==> src/common/pdm_defines.vh <==
// Register map, field layout and reset values of the power-down controller.
// Assumes the includer uses an 8-bit APB byte address.
`ifndef PDM_DEFINES_VH
`define PDM_DEFINES_VH

// ------------------------------------------------------------
// Register byte addresses
// ------------------------------------------------------------
`define PDM_ADDR_STOP_A   8'h00
`define PDM_ADDR_STOP_B   8'h04
`define PDM_ADDR_STOP_C   8'h08
`define PDM_ADDR_CLK_CTRL 8'h0c
`define PDM_ADDR_SBY_CTRL 8'h10
`define PDM_ADDR_STATUS   8'h14

// ------------------------------------------------------------
// Reset values
// ------------------------------------------------------------
`define PDM_RST_STOP_A    8'h3f
`define PDM_RST_STOP_B    8'hff
`define PDM_RST_STOP_C    8'hff
`define PDM_RST_CLK_SEL   3'h0
`define PDM_RST_SBY_CTRL  8'h08

// ------------------------------------------------------------
// Standby control field positions
// ------------------------------------------------------------
`define PDM_SBY_SEL_BIT   7
`define PDM_SBY_SET_HI    6
`define PDM_SBY_SET_LO    4
`define PDM_SBY_RSV_BIT   3

// ------------------------------------------------------------
// Settling wait and divider limits
// ------------------------------------------------------------
`define PDM_SETTLE_BASE   20'd8192
`define PDM_SETTLE_MAXC   3'h5
`define PDM_DIV_MAXC      3'h5

`endif

==> src/hw/pdm_clk_div.v <==
// Bus master clock enable divider: one pulse every 2**sel cycles, codes above 5 taken as 5.
// Assumes sel changes only at a bus cycle boundary.
`timescale 1ns/1ns
`include "pdm_defines.vh"

module pdm_clk_div (
  input  wire       pclk,
  input  wire       presetn,
  input  wire       sync_clr,
  input  wire [2:0] div_sel,
  output wire       tick
);

  // ------------------------------------------------------------
  // Ratio and counter
  // ------------------------------------------------------------
  reg  [4:0] cnt_r;     // Cycles since last tick
  reg  [2:0] sel_q_r;   // Ratio in use
  wire [2:0] sel_c;     // Clamped code
  wire [4:0] last_c;    // Terminal count

  // Codes above the top ratio clamp to divide by 32
  assign sel_c  = (div_sel > `PDM_DIV_MAXC) ? `PDM_DIV_MAXC : div_sel;
  assign last_c = (5'h01 << sel_c) - 5'h01;

  // Tick at terminal count, every cycle at code 0
  assign tick = (cnt_r == last_c);

  // Counter restarts on a ratio change so no short period leaks out
  always @(posedge pclk or negedge presetn) begin
    if (!presetn) begin
      cnt_r   <= 5'h00;
      sel_q_r <= 3'h0;
    end else if (sync_clr || (sel_c != sel_q_r)) begin
      cnt_r   <= 5'h00;
      sel_q_r <= sel_c;
    end else if (tick) begin
      cnt_r <= 5'h00;
    end else begin
      cnt_r <= cnt_r + 5'h01;
    end
  end

endmodule

==> src/hw/pdm_ctrl.v <==
// Power-down controller: module stop, medium speed, sleep, standby.
// Assumes one 100 MHz clock, APB master, pins sampled on pclk.
`timescale 1ns/1ns
`include "pdm_defines.vh"

module pdm_ctrl #(
  parameter [19:0] SETTLE_BASE = `PDM_SETTLE_BASE
) (
  input  wire        pclk,
  input  wire        presetn,
  input  wire        psel,
  input  wire        penable,
  input  wire        pwrite,
  input  wire [7:0]  paddr,
  input  wire [31:0] pwdata,
  output reg  [31:0] prdata,
  output wire        pready,
  output wire        pslverr,
  input  wire        bus_cycle_end,
  input  wire        sleep_req,
  input  wire        int_req,
  input  wire        int_enabled,
  input  wire        cpu_int_masked,
  input  wire        nmi_req,
  input  wire [5:0]  external_interrupt_lines,
  input  wire [5:0]  ext_int_enable,
  input  wire [5:0]  ext_int_to_xfer,
  input  wire        reset_pin_n,
  input  wire        wdt_overflow,
  input  wire        hardware_standby_pin_n,
  input  wire [23:0] periph_req,
  output wire [23:0] periph_grant,
  output wire [7:0]  module_stop_a,
  output wire [7:0]  module_stop_b,
  output wire [7:0]  module_stop_c,
  output wire        bm_clk_en,
  output wire        periph_clk_en,
  output wire        cpu_halt,
  output wire        osc_enable,
  output wire        serial_standby_clr,
  output reg         int_exc_start,
  output reg         reset_exc_start,
  output wire        chip_reset,
  output wire        hw_standby
);

  // ------------------------------------------------------------
  // Mode states, one-hot
  // ------------------------------------------------------------
  localparam [5:0] ST_RUN    = 6'h01;  // Program execution
  localparam [5:0] ST_SLEEP  = 6'h02;  // CPU halted
  localparam [5:0] ST_SBY    = 6'h04;  // Oscillator stopped
  localparam [5:0] ST_SETTLE = 6'h08;  // Oscillator settling
  localparam [5:0] ST_RESET  = 6'h10;  // Reset state
  localparam [5:0] ST_HWSBY  = 6'h20;  // Hardware standby

  // ------------------------------------------------------------
  // Registers
  // ------------------------------------------------------------
  reg  [7:0]  stop_a_r;     // Written stop bits A
  reg  [7:0]  stop_b_r;     // Written stop bits B
  reg  [7:0]  stop_c_r;     // Written stop bits C
  reg  [7:0]  eff_a_r;      // Stop bits in force A
  reg  [7:0]  eff_b_r;      // Stop bits in force B
  reg  [7:0]  eff_c_r;      // Stop bits in force C
  reg  [2:0]  clk_sel_r;    // Written divide select
  reg  [2:0]  div_act_r;    // Divide select in force
  reg         sby_sel_r;    // Sleep goes to standby
  reg  [2:0]  settle_r;     // Settling wait code
  reg         sby_rsv_r;    // Spare read/write bit
  reg  [5:0]  state_r;      // Mode state
  reg  [5:0]  state_nxt;    // Next mode state
  reg  [19:0] wait_r;       // Settling countdown
  reg  [19:0] wait_nxt;     // Next countdown

  // ------------------------------------------------------------
  // Wake and reset conditions
  // ------------------------------------------------------------
  wire        int_rst;      // Reset state request
  wire        sleep_wake;   // Interrupt ends sleep
  wire        sby_wake;     // Interrupt ends standby
  wire [5:0]  ext_ok;       // External lines allowed to wake
  wire [2:0]  set_c;        // Clamped settle code
  wire [19:0] settle_load;  // Settling states
  wire        wr_en;        // APB write strobe
  wire        rd_setup;     // APB read setup
  wire        addr_ok;      // Mapped address
  wire        div_tick;     // Divided master tick
  wire [23:0] stop_all;     // Stop bits in force

  // Reset pin, watchdog and standby pin all return the control registers to reset values
  assign int_rst = !reset_pin_n || wdt_overflow ||
                   !hardware_standby_pin_n;

  // Enabled interrupt ends sleep; NMI ignores CPU mask
  assign sleep_wake = nmi_req ||
                      (int_req && int_enabled &&
                       !cpu_int_masked);

  // External line wakes only if enabled, unmasked, not to transfer
  assign ext_ok = external_interrupt_lines & ext_int_enable &
                  ~ext_int_to_xfer;
  assign sby_wake = nmi_req ||
                    ((|ext_ok) && !cpu_int_masked);

  // Reserved and unusable codes fall back to the longest wait
  assign set_c = (settle_r > `PDM_SETTLE_MAXC) ?
                 `PDM_SETTLE_MAXC : settle_r;
  assign settle_load = SETTLE_BASE << set_c;

  // ------------------------------------------------------------
  // APB decode
  // ------------------------------------------------------------
  assign wr_en    = psel && penable && pwrite;
  assign rd_setup = psel && !penable && !pwrite;
  assign addr_ok  = (paddr == `PDM_ADDR_STOP_A)   ||
                    (paddr == `PDM_ADDR_STOP_B)   ||
                    (paddr == `PDM_ADDR_STOP_C)   ||
                    (paddr == `PDM_ADDR_CLK_CTRL) ||
                    (paddr == `PDM_ADDR_SBY_CTRL) ||
                    (paddr == `PDM_ADDR_STATUS);

  // No wait states; unmapped access errors
  assign pready  = 1'b1;
  assign pslverr = psel && penable && !addr_ok;

  // ------------------------------------------------------------
  // Register writes
  // ------------------------------------------------------------
  // All control fields return to reset values in the reset state
  always @(posedge pclk or negedge presetn) begin
    if (!presetn) begin
      stop_a_r  <= `PDM_RST_STOP_A;
      stop_b_r  <= `PDM_RST_STOP_B;
      stop_c_r  <= `PDM_RST_STOP_C;
      clk_sel_r <= `PDM_RST_CLK_SEL;
      sby_sel_r <= 1'b0;
      settle_r  <= 3'h0;
      sby_rsv_r <= 1'b1;
    end else if (int_rst) begin
      stop_a_r  <= `PDM_RST_STOP_A;
      stop_b_r  <= `PDM_RST_STOP_B;
      stop_c_r  <= `PDM_RST_STOP_C;
      clk_sel_r <= `PDM_RST_CLK_SEL;
      sby_sel_r <= 1'b0;
      settle_r  <= 3'h0;
      sby_rsv_r <= 1'b1;
    end else if (wr_en) begin
      // Every stop bit is plain read/write
      if (paddr == `PDM_ADDR_STOP_A) begin
        stop_a_r <= pwdata[7:0];
      end else if (paddr == `PDM_ADDR_STOP_B) begin
        stop_b_r <= pwdata[7:0];
      end else if (paddr == `PDM_ADDR_STOP_C) begin
        stop_c_r <= pwdata[7:0];
      end else if (paddr == `PDM_ADDR_CLK_CTRL) begin
        clk_sel_r <= pwdata[2:0];
      end else if (paddr == `PDM_ADDR_SBY_CTRL) begin
        sby_sel_r <= pwdata[`PDM_SBY_SEL_BIT];
        settle_r  <= pwdata[`PDM_SBY_SET_HI:`PDM_SBY_SET_LO];
        sby_rsv_r <= pwdata[`PDM_SBY_RSV_BIT];
      end
    end
  end

  // ------------------------------------------------------------
  // Bus cycle boundary updates
  // ------------------------------------------------------------
  // Stop bits and divide ratio change only at the end of a cycle or on a pin or watchdog reset
  always @(posedge pclk or negedge presetn) begin
    if (!presetn) begin
      eff_a_r   <= `PDM_RST_STOP_A;
      eff_b_r   <= `PDM_RST_STOP_B;
      eff_c_r   <= `PDM_RST_STOP_C;
      div_act_r <= `PDM_RST_CLK_SEL;
    end else if (int_rst) begin
      eff_a_r   <= `PDM_RST_STOP_A;
      eff_b_r   <= `PDM_RST_STOP_B;
      eff_c_r   <= `PDM_RST_STOP_C;
      div_act_r <= `PDM_RST_CLK_SEL;
    end else if (bus_cycle_end) begin
      eff_a_r   <= stop_a_r;
      eff_b_r   <= stop_b_r;
      eff_c_r   <= stop_c_r;
      div_act_r <= clk_sel_r;
    end
  end

  assign module_stop_a = eff_a_r;
  assign module_stop_b = eff_b_r;
  assign module_stop_c = eff_c_r;
  assign stop_all      = {eff_c_r, eff_b_r, eff_a_r};

  // ------------------------------------------------------------
  // Peripheral register access gating
  // ------------------------------------------------------------
  genvar gi;
  generate
    for (gi = 0; gi < 24; gi = gi + 1) begin : g_gate
      // A stopped module refuses register access
      assign periph_grant[gi] = periph_req[gi] &&
                                !stop_all[gi];
    end
  endgenerate

  // ------------------------------------------------------------
  // Bus master clock enable
  // ------------------------------------------------------------
  pdm_clk_div u_div (
    .pclk     (pclk),
    .presetn  (presetn),
    .sync_clr (int_rst),
    .div_sel  (div_act_r),
    .tick     (div_tick)
  );

  // Masters step on the divided enable; ratio survives sleep and software standby
  assign bm_clk_en = div_tick && (state_r == ST_RUN);

  // ------------------------------------------------------------
  // Mode state machine
  // ------------------------------------------------------------
  always @* begin
    state_nxt = state_r;
    wait_nxt  = wait_r;
    case (state_r)
      ST_RUN: begin
        // Sleep request picks sleep or standby
        if (sleep_req) begin
          if (sby_sel_r) begin
            state_nxt = ST_SBY;
          end else begin
            state_nxt = ST_SLEEP;
          end
        end
      end
      ST_SLEEP: begin
        // Wake by interrupt
        if (sleep_wake) begin
          state_nxt = ST_RUN;
        end
      end
      ST_SBY: begin
        // Restart oscillator and load settling wait
        if (sby_wake) begin
          state_nxt = ST_SETTLE;
          wait_nxt  = settle_load - 20'd1;
        end
      end
      ST_SETTLE: begin
        // Count settling states
        if (wait_r == 20'd0) begin
          state_nxt = ST_RUN;
        end else begin
          wait_nxt = wait_r - 20'd1;
        end
      end
      ST_RESET: begin
        // Leave once the pin is released
        state_nxt = ST_RUN;
      end
      ST_HWSBY: begin
        // Standby pin high moves on to reset state
        state_nxt = ST_RESET;
      end
      default: begin
        state_nxt = ST_RESET;
      end
    endcase
    // Pins override every mode
    if (!hardware_standby_pin_n) begin
      state_nxt = ST_HWSBY;
      wait_nxt  = 20'd0;
    end else if (!reset_pin_n || wdt_overflow) begin
      state_nxt = ST_RESET;
      wait_nxt  = 20'd0;
    end
  end

  // State, countdown and exception pulses
  always @(posedge pclk or negedge presetn) begin
    if (!presetn) begin
      state_r         <= ST_RESET;
      wait_r          <= 20'd0;
      int_exc_start   <= 1'b0;
      reset_exc_start <= 1'b0;
    end else begin
      state_r <= state_nxt;
      wait_r  <= wait_nxt;
      // Interrupt handling begins on wake into run
      int_exc_start <= ((state_r == ST_SLEEP) ||
                        (state_r == ST_SETTLE)) &&
                       (state_nxt == ST_RUN);
      // Reset handling begins on release of reset state
      reset_exc_start <= (state_r == ST_RESET) &&
                         (state_nxt == ST_RUN);
    end
  end

  // ------------------------------------------------------------
  // Mode outputs
  // ------------------------------------------------------------
  // CPU stops in sleep and standby, keeps state
  assign cpu_halt = (state_r == ST_SLEEP) ||
                    (state_r == ST_SBY)   ||
                    (state_r == ST_SETTLE);

  // Peripheral clock runs in sleep, stops in standby
  assign periph_clk_en = (state_r == ST_RUN) ||
                         (state_r == ST_SLEEP) ||
                         (state_r == ST_RESET);

  // Oscillator off only in software and hardware standby
  assign osc_enable = !((state_r == ST_SBY) ||
                        (state_r == ST_HWSBY));

  // Serial, sync serial and converter lose state in standby
  assign serial_standby_clr = (state_r == ST_SBY);

  assign chip_reset = (state_r == ST_RESET) ||
                      (state_r == ST_HWSBY);
  assign hw_standby = (state_r == ST_HWSBY);

  // ------------------------------------------------------------
  // Read data
  // ------------------------------------------------------------
  // Captured in setup so the access phase sees a flop
  always @(posedge pclk or negedge presetn) begin
    if (!presetn) begin
      prdata <= 32'h00000000;
    end else if (rd_setup) begin
      if (paddr == `PDM_ADDR_STOP_A) begin
        prdata <= {24'h000000, stop_a_r};
      end else if (paddr == `PDM_ADDR_STOP_B) begin
        prdata <= {24'h000000, stop_b_r};
      end else if (paddr == `PDM_ADDR_STOP_C) begin
        prdata <= {24'h000000, stop_c_r};
      end else if (paddr == `PDM_ADDR_CLK_CTRL) begin
        prdata <= {29'h00000000, clk_sel_r};
      end else if (paddr == `PDM_ADDR_SBY_CTRL) begin
        // Low three bits always read zero
        prdata <= {24'h000000, sby_sel_r, settle_r,
                   sby_rsv_r, 3'h0};
      end else if (paddr == `PDM_ADDR_STATUS) begin
        prdata <= {21'h000000, div_act_r,
                   2'h0, state_r};
      end else begin
        prdata <= 32'h00000000;
      end
    end
  end

endmodule

==> config.mk <==
export PLATFORM = sky130hd
export DESIGN_NAME = pdm_ctrl
export DESIGN_NICKNAME = d
export VERILOG_FILES = /design/src/hw/pdm_clk_div.v /design/src/hw/pdm_ctrl.v
export VERILOG_INCLUDE_DIRS = /design/src /design/src/common
export SDC_FILE = /design/constraint.sdc
export NUM_CORES = 1
export LEC_CHECK = 0
export ABC_AREA = 1
export ABC_CLOCK_PERIOD_IN_PS = 2500
export BUFFER_PORTS_ARGS = -buffer_cell sky130_fd_sc_hd__buf_2
export CORE_UTILIZATION = 52
export CTS_BUF_LIST = sky130_fd_sc_hd__clkbuf_4 sky130_fd_sc_hd__clkbuf_8 sky130_fd_sc_hd__clkbuf_16
export CTS_CLUSTER_SIZE = 10
export DETAILED_ROUTE_END_ITERATION = 10
export PLACE_DENSITY_LB_ADDON = 0.25
export SKIP_CTS_REPAIR_TIMING = 1
export SKIP_LAST_GASP = 1
export SLEW_MARGIN = 20
export SYNTH_ARGS = -nofsm -noshare
export SYNTH_HDL_FRONTEND = slang
export SYNTH_SLANG_ARGS = --single-unit
==> constraint.sdc <==
create_clock -name pclk -period 2.5 [get_ports pclk]
set_input_delay 0.25 -clock pclk [delete_from_list [all_inputs] [get_ports pclk]]
set_output_delay 0.25 -clock pclk [all_outputs]
set_load 0.005 [all_outputs]
### Yosys cells after proc, flatten, opt, wreduce, memory -nomap -nowiden

Cells that the tools add are included.

| storage, ports and cells | value |
|---|---|
| word-level logic and storage cells | 219 |
| flip-flop bits (word level) | 127 |
| output and inout port bits | 91 |
| input bits | 96 |

| operators by class | value |
|---|---|
| add/sub/neg operators | 4 |
| mux-type cells | 70 |
| bitwise operators | 3 |
| reduce and logical (&&, ||, !) cells | 99 |
| order comparisons | 2 |
| shifts and indexed selects | 2 |
| equality and inequality tests | 21 |

Operators by type and width:

| operator | number |
|---|---|
| 8-bit two-way mux | 18 |
| 20-bit two-way mux | 4 |
| 11-bit two-way mux | 6 |
| 3-bit two-way mux | 18 |
| 20-bit one-hot mux with 2 select lines | 1 |
| 20-bit by 1-bit subtractor with 20-bit output, second input constant | 2 |
| 6-bit two-way mux | 6 |
| 1-bit logical AND | 35 |
| 1-bit zero test | 31 |
| 6-bit one-hot mux with 5 select lines | 1 |
| 20-bit zero test | 1 |
| 14-bit by 3-bit << shifter with 20-bit output, first input constant | 1 |
| 1-bit logical OR | 17 |
| 8-bit by 4-bit == test with 1-bit output, second input constant | 2 |
| 8-bit by 5-bit == test with 1-bit output, second input constant | 2 |
| 1-bit two-way mux | 14 |
| 2-bit nonzero test | 7 |
| 6-bit AND | 2 |
| 6-bit by 1-bit == test with 1-bit output, second input constant | 2 |
| 5-bit two-way mux | 2 |
| 8-bit by 3-bit == test with 1-bit output, second input constant | 1 |
| 8-bit zero test | 1 |
| 2-bit by 1-bit inequality test with 1-bit output, second input constant | 4 |
| 6-bit by 2-bit == test with 1-bit output, second input constant | 1 |
| other kinds (20) | 22 |

### Depth between registers and ports, before layout

| depth | value |
|---|---|
| word-level depth | 11 |
| depth in mapped cells | 15 |

### Cells and area by module

From an unflattened synthesis, not the netlist that was laid out.

| second synthesis, totals | value |
|---|---|
| cell total of the unflattened synthesis | 839 |
| area, all modules | 6158.4 sq um |

Modules (own cells, without submodules):

| module | area each (sq um) | instances | cells an instance |
|---|---|---|---|
| pdm_ctrl | 5646.7 | 1 | 768 |
| pdm_clk_div | 511.7 | 1 | 71 |

### Worst setup path before layout

OpenSTA, ideal clock, no wires.

| timing path | value |
|---|---|
| path kind | register to register |
| start point | register state_r[0] |
| end point | register wait_r[6] |
| path buffers | 2 |
| clock period less this slack | 1.910 ns |
| arrival time | 1.784 ns |
| setup slack | 0.590 ns |
| stages on the path, launching flop included | 13 |
| data required time | 2.374 ns |
| setup time | 0.126 ns |
| cell sequence | dfrtp_1 > nor2_2 > nand3_2 > buf_2 > nor2_1 > inv_1 > ha_1 > inv_1 > nor2_1 > buf_6 > xor2_1 > nand2_1 > o21ai_0 |

| on the way | value |
|---|---|
| longest elaborated chain between the ends | 4 |
| elaborated cells between the ends (all ways) | 9 |
| those cells by class | eq/ne (5); mux (3); reduce/logical (1) |

Ends and longest elaborated chain:

| element | RTL line | source |
|---|---|---|
| start: declaration | pdm_ctrl.v:71 | `reg [5:0] state_r;` |
| start signal: assignment | pdm_ctrl.v:288 | `state_r <= state_nxt;` |
| 6-bit by 4-bit == test with 1-bit output / 6-bit by 3-bit == test with 1-bit output (equally long branches) | pdm_ctrl.v:226 | `case (state_r)` |
| 20-bit one-hot mux with 2 select lines | pdm_ctrl.v:226 |  |
| 20-bit two-way mux | pdm_ctrl.v:274 | `end else if (!reset_pin_n \|\| wdt_overflow) begin` |
| 20-bit two-way mux | pdm_ctrl.v:271 | `if (!hardware_standby_pin_n) begin` |
| end signal: assignment | pdm_ctrl.v:289 | `wait_r <= wait_nxt;` |
| end: declaration | pdm_ctrl.v:73 | `reg [19:0] wait_r;` |

Several ways; a longest one is shown, not always the timed one.
A chain may end at the register's enable or synchronous reset.

### Worst setup path after layout

| timing path | value |
|---|---|
| start point | register state_r[4] |
| end point | register wait_r[14] |

Same word-level chain as after synthesis.

==> results.sh <==
export IMPL_outcome="completed"
export IMPL_grt_overflow_total=0
export IMPL_cp_required_ns=2.80
export IMPL_ir_worst_vdd_mv=0.291
export IMPL_fill_cells=998
export IMPL_vias_per_cell=5.19
export IMPL_grt_max_degree=46
export IMPL_slew_violations=0
export IMPL_crit_slowest_cell="dfstp_2"
export IMPL_setup_tns_ns=0
export IMPL_crit_chain="nor2_4, nand2_4, nor2_4, nand2_1, ha_1, inv_1, nor2_2, nand2_1, o21ai_0, nand3_1, nand2_1"
export IMPL_final_util_pct=63.6
export IMPL_synthCells=784
export IMPL_fmax_mhz=485
export IMPL_ff2ff_path_depth=11
export IMPL_final_antenna_net_count=0
export IMPL_async_flop_share_pct=100
export IMPL_fp_dieW_um=110
export IMPL_place_hpwl_mm=10.3
export IMPL_drive_gt1_share_pct=27.5
export IMPL_drtIter0Drc=343
export IMPL_ys_seq_area_share_pct=45.0
export IMPL_worstHoldPathType="in2reg"
export IMPL_p_leak_nw=3.78
export IMPL_crit_top_cell="nand2_1"
export IMPL_avgSynthCellArea_um2=7.68
export IMPL_worst_hold_slack_ns=0.121
export IMPL_slew_headroom_pct=38.6
export IMPL_crit_path_max_incr_delay_ns=0.55
export IMPL_yosys_most_used_dff="dfrtp_1"
export IMPL_worstHoldPathCells=2
export IMPL_critPathMaxFanout=11
export IMPL_route_vias_total=5527
export IMPL_cts_tree="built"
export IMPL_dr_pass1_iters=5
export IMPL_reg2reg_from="state_r[4]"
export IMPL_grt_pass1_vias=5304
export IMPL_grt_first_pass_wirelength_mm=23.9
export IMPL_multi_input_area_mm2=0.00267
export IMPL_post_synth_instance_area_mm2=0.00602
export IMPL_rsz0062_at_grt="false"
export IMPL_hold_viol=0
export IMPL_ctsRootBufferMaster="clkbuf_16"
export IMPL_drv_cap=0
export IMPL_wl_mm=14.1
export IMPL_clock_latency_ns=0.35
export IMPL_cp_start_kind="register"
export IMPL_setup_viol=0
export IMPL_wl_per_cell_um=13.2
export IMPL_synthTopCellsByArea="dfrtp_1 (25%), dfstp_2 (20%), nand2_1 (12%)"
export IMPL_synth_top_area_share_pct=24.9
export IMPL_final_period_utilization_pct=82.5
export IMPL_fin_worst_skew_ns=0.0119
export IMPL_layout_area_seq_mm2=0.00271
export IMPL_layout_nets=1018
export IMPL_place_congestion=0.885
export IMPL_period_needed_ns=2.06
export IMPL_grt_antenna_before_repair=0
export IMPL_clkTransAtPathRegs_ns=0.08
export IMPL_grt_usage_pct=25.7
export IMPL_synth_edf_count=0
export IMPL_area_delta_synth_final_pct=17.0
export IMPL_insertedDiodeCount=0
export IMPL_rows=38
export IMPL_critPathKind="reg2reg"
export IMPL_htree_levels=3
export IMPL_yosys_warnings=0
export IMPL_r2r_end="wait_r[14]"
export IMPL_start_util_pct=54.3
export IMPL_synth_area_leader_cell="dfrtp_1"
export IMPL_crit_cells=11
export IMPL_power_density_mw_per_mm2=498
export IMPL_ff2ff_setup_slack_ns=0.44
export IMPL_io_pin_count=187
export IMPL_core_area_mm2=0.0111
export IMPL_crit_end="wait_r[14]"
export IMPL_cts_sinks=106
export IMPL_synth_seq_cells=106
export IMPL_port_buffer_count=140
export IMPL_arrival_ns=2.36
export IMPL_cp_num_buf_inv=1
export IMPL_cts_buffer_depth=2
export IMPL_synth_distinct_cells=44
export IMPL_dieArea_mm2=0.0120
export IMPL_endpoint_kind="register"
export IMPL_cts_made_buffers=9
export IMPL_critPathLaunch="state_r[4]"
export IMPL_fp_dieH_um=110
export IMPL_post_route_drc_count=0
export IMPL_worst_slew_pin_slew_ns=0.921
export IMPL_cp_top_family="simple AND/OR/NAND/NOR gates"
[placed cells by master (no fill, tap or decap), types with 2 or more instances in the layout]
master       n
a21oi_1     21
a31oi_1      2
buf_2      139
buf_4        7
clkbuf_16    9
clkinv_1     2
conb_1      22
dfrtp_1     60
dfstp_2     46
ha_1         2
inv_1      102
inv_2        8
inv_6        2
inv_8        2
nand2_1    195
nand2_2      3
nand2_4      5
nand3_1     50
nand3_2      4
nand3b_1     3
nand4_1     13
nor2_1      94
nor2_2      11
nor2_4       5
nor3_1       7
o211ai_1    14
o21ai_0     38
o21ai_1     12
o21ai_2      3
o22ai_1      9
o31ai_1      4
xnor2_1      2
xor2_1      14
[where the power goes]
group | internal [mW] | leakage [nW] | switching (mW)
Clock | 0.706 | 0.147 | 0.694
Sequential | 1.77 | 1.32 | 0.0278
Combinational | 0.114 | 2.31 | 0.196
Total | 2.59 | 3.78 | 0.918
[cell type report]
cell class	count	share of cell area, %
clock buffers	9	3.20
clock inverters	7	0.994
inverters	112	5.97
multi-input cells	543	37.8
flip-flops and latches	106	38.5
well taps	140	2.49
repair buffers	148	11.0
[synth_stat cells, drive strengths merged (9+ instances only)]
cell type,n
nand4,13
nor2,110
o21ai,53
inv,110
xor2,14
dfrtp,60
nand3,55
o211ai,14
buf,35
o22ai,9
nand2,203
a21oi,21
dfstp,46
[flip-flops by register name, indices dropped and copies added, names as in the netlist]
name and flops:
wait_r 20, prdata 11, module_stop_a 8, module_stop_b 8
module_stop_c 8, stop_a_r 8, stop_b_r 8, stop_c_r 8
state_r 6, u_div.cnt_r 5, clk_sel_r 3, div_act_r 3
settle_r 3, u_div.sel_q_r 3, int_exc_start 1, reset_exc_start 1
sby_rsv_r 1, sby_sel_r 1
[worst register-to-register path, stage by stage, from the launching register on]
cell	delay, ns
dfstp_2	0.55
nor2_4	0.06
nand2_4	0.09
nor2_4	0.05
nand2_1	0.07
ha_1	0.19
inv_1	0.08
nor2_2	0.41
nand2_1	0.17
o21ai_0	0.18
nand3_1	0.09
nand2_1	0.07
[layer usage]
layer  up-vias  routed length (µm)  share of wire [%]  global-route usage [%]
met5         -                   0                  0                       0
met2       229                6410                 45                    42.2
met1      2540                6410                 45                    34.1
li1       2728                   -                  -                       -
met3        30                 887                6.3                    3.85
met4         0                 392                2.8                    10.7
[cells by family after synthesis]
| group | synth area share, % |
|---|---|
| AO/OA/AOI/OAI | 10.4 |
| XOR/XNOR | 2.33 |
| adder cells (fa/ha/maj) | 0.416 |
| buffers and inverters | 12.0 |
| flip-flops | 45.0 |
| other | 0.125 |
| AND/OR/NAND/NOR | 29.7 |
[stage by stage]
step                power [mW]  std cells  cell area (µm²)  setup WS [ns]
floorplan                 2.00        804             6090          0.590
global route              3.66       1065             7050          0.214
detailed placement        2.14       1048             6740          0.258
global placement          2.13       1048             6740          0.300
finish                    3.51       1065             7050          0.438
CTS                       3.53       1064             7030          0.244
[worst min path at each step]
stage	from	to	slack, ns
after detailed placement	presetn	wait_r[16]	0.28
after floorplan	presetn	clk_sel_r[0]	-0.05
final	hardware_standby_pin_n	state_r[5]	0.12
after global routing	hardware_standby_pin_n	state_r[5]	0.12
after CTS	presetn	wait_r[16]	-0.09
after global placement	presetn	wait_r[16]	0.28
No activity file was read; power rests on OpenSTA's default activity.
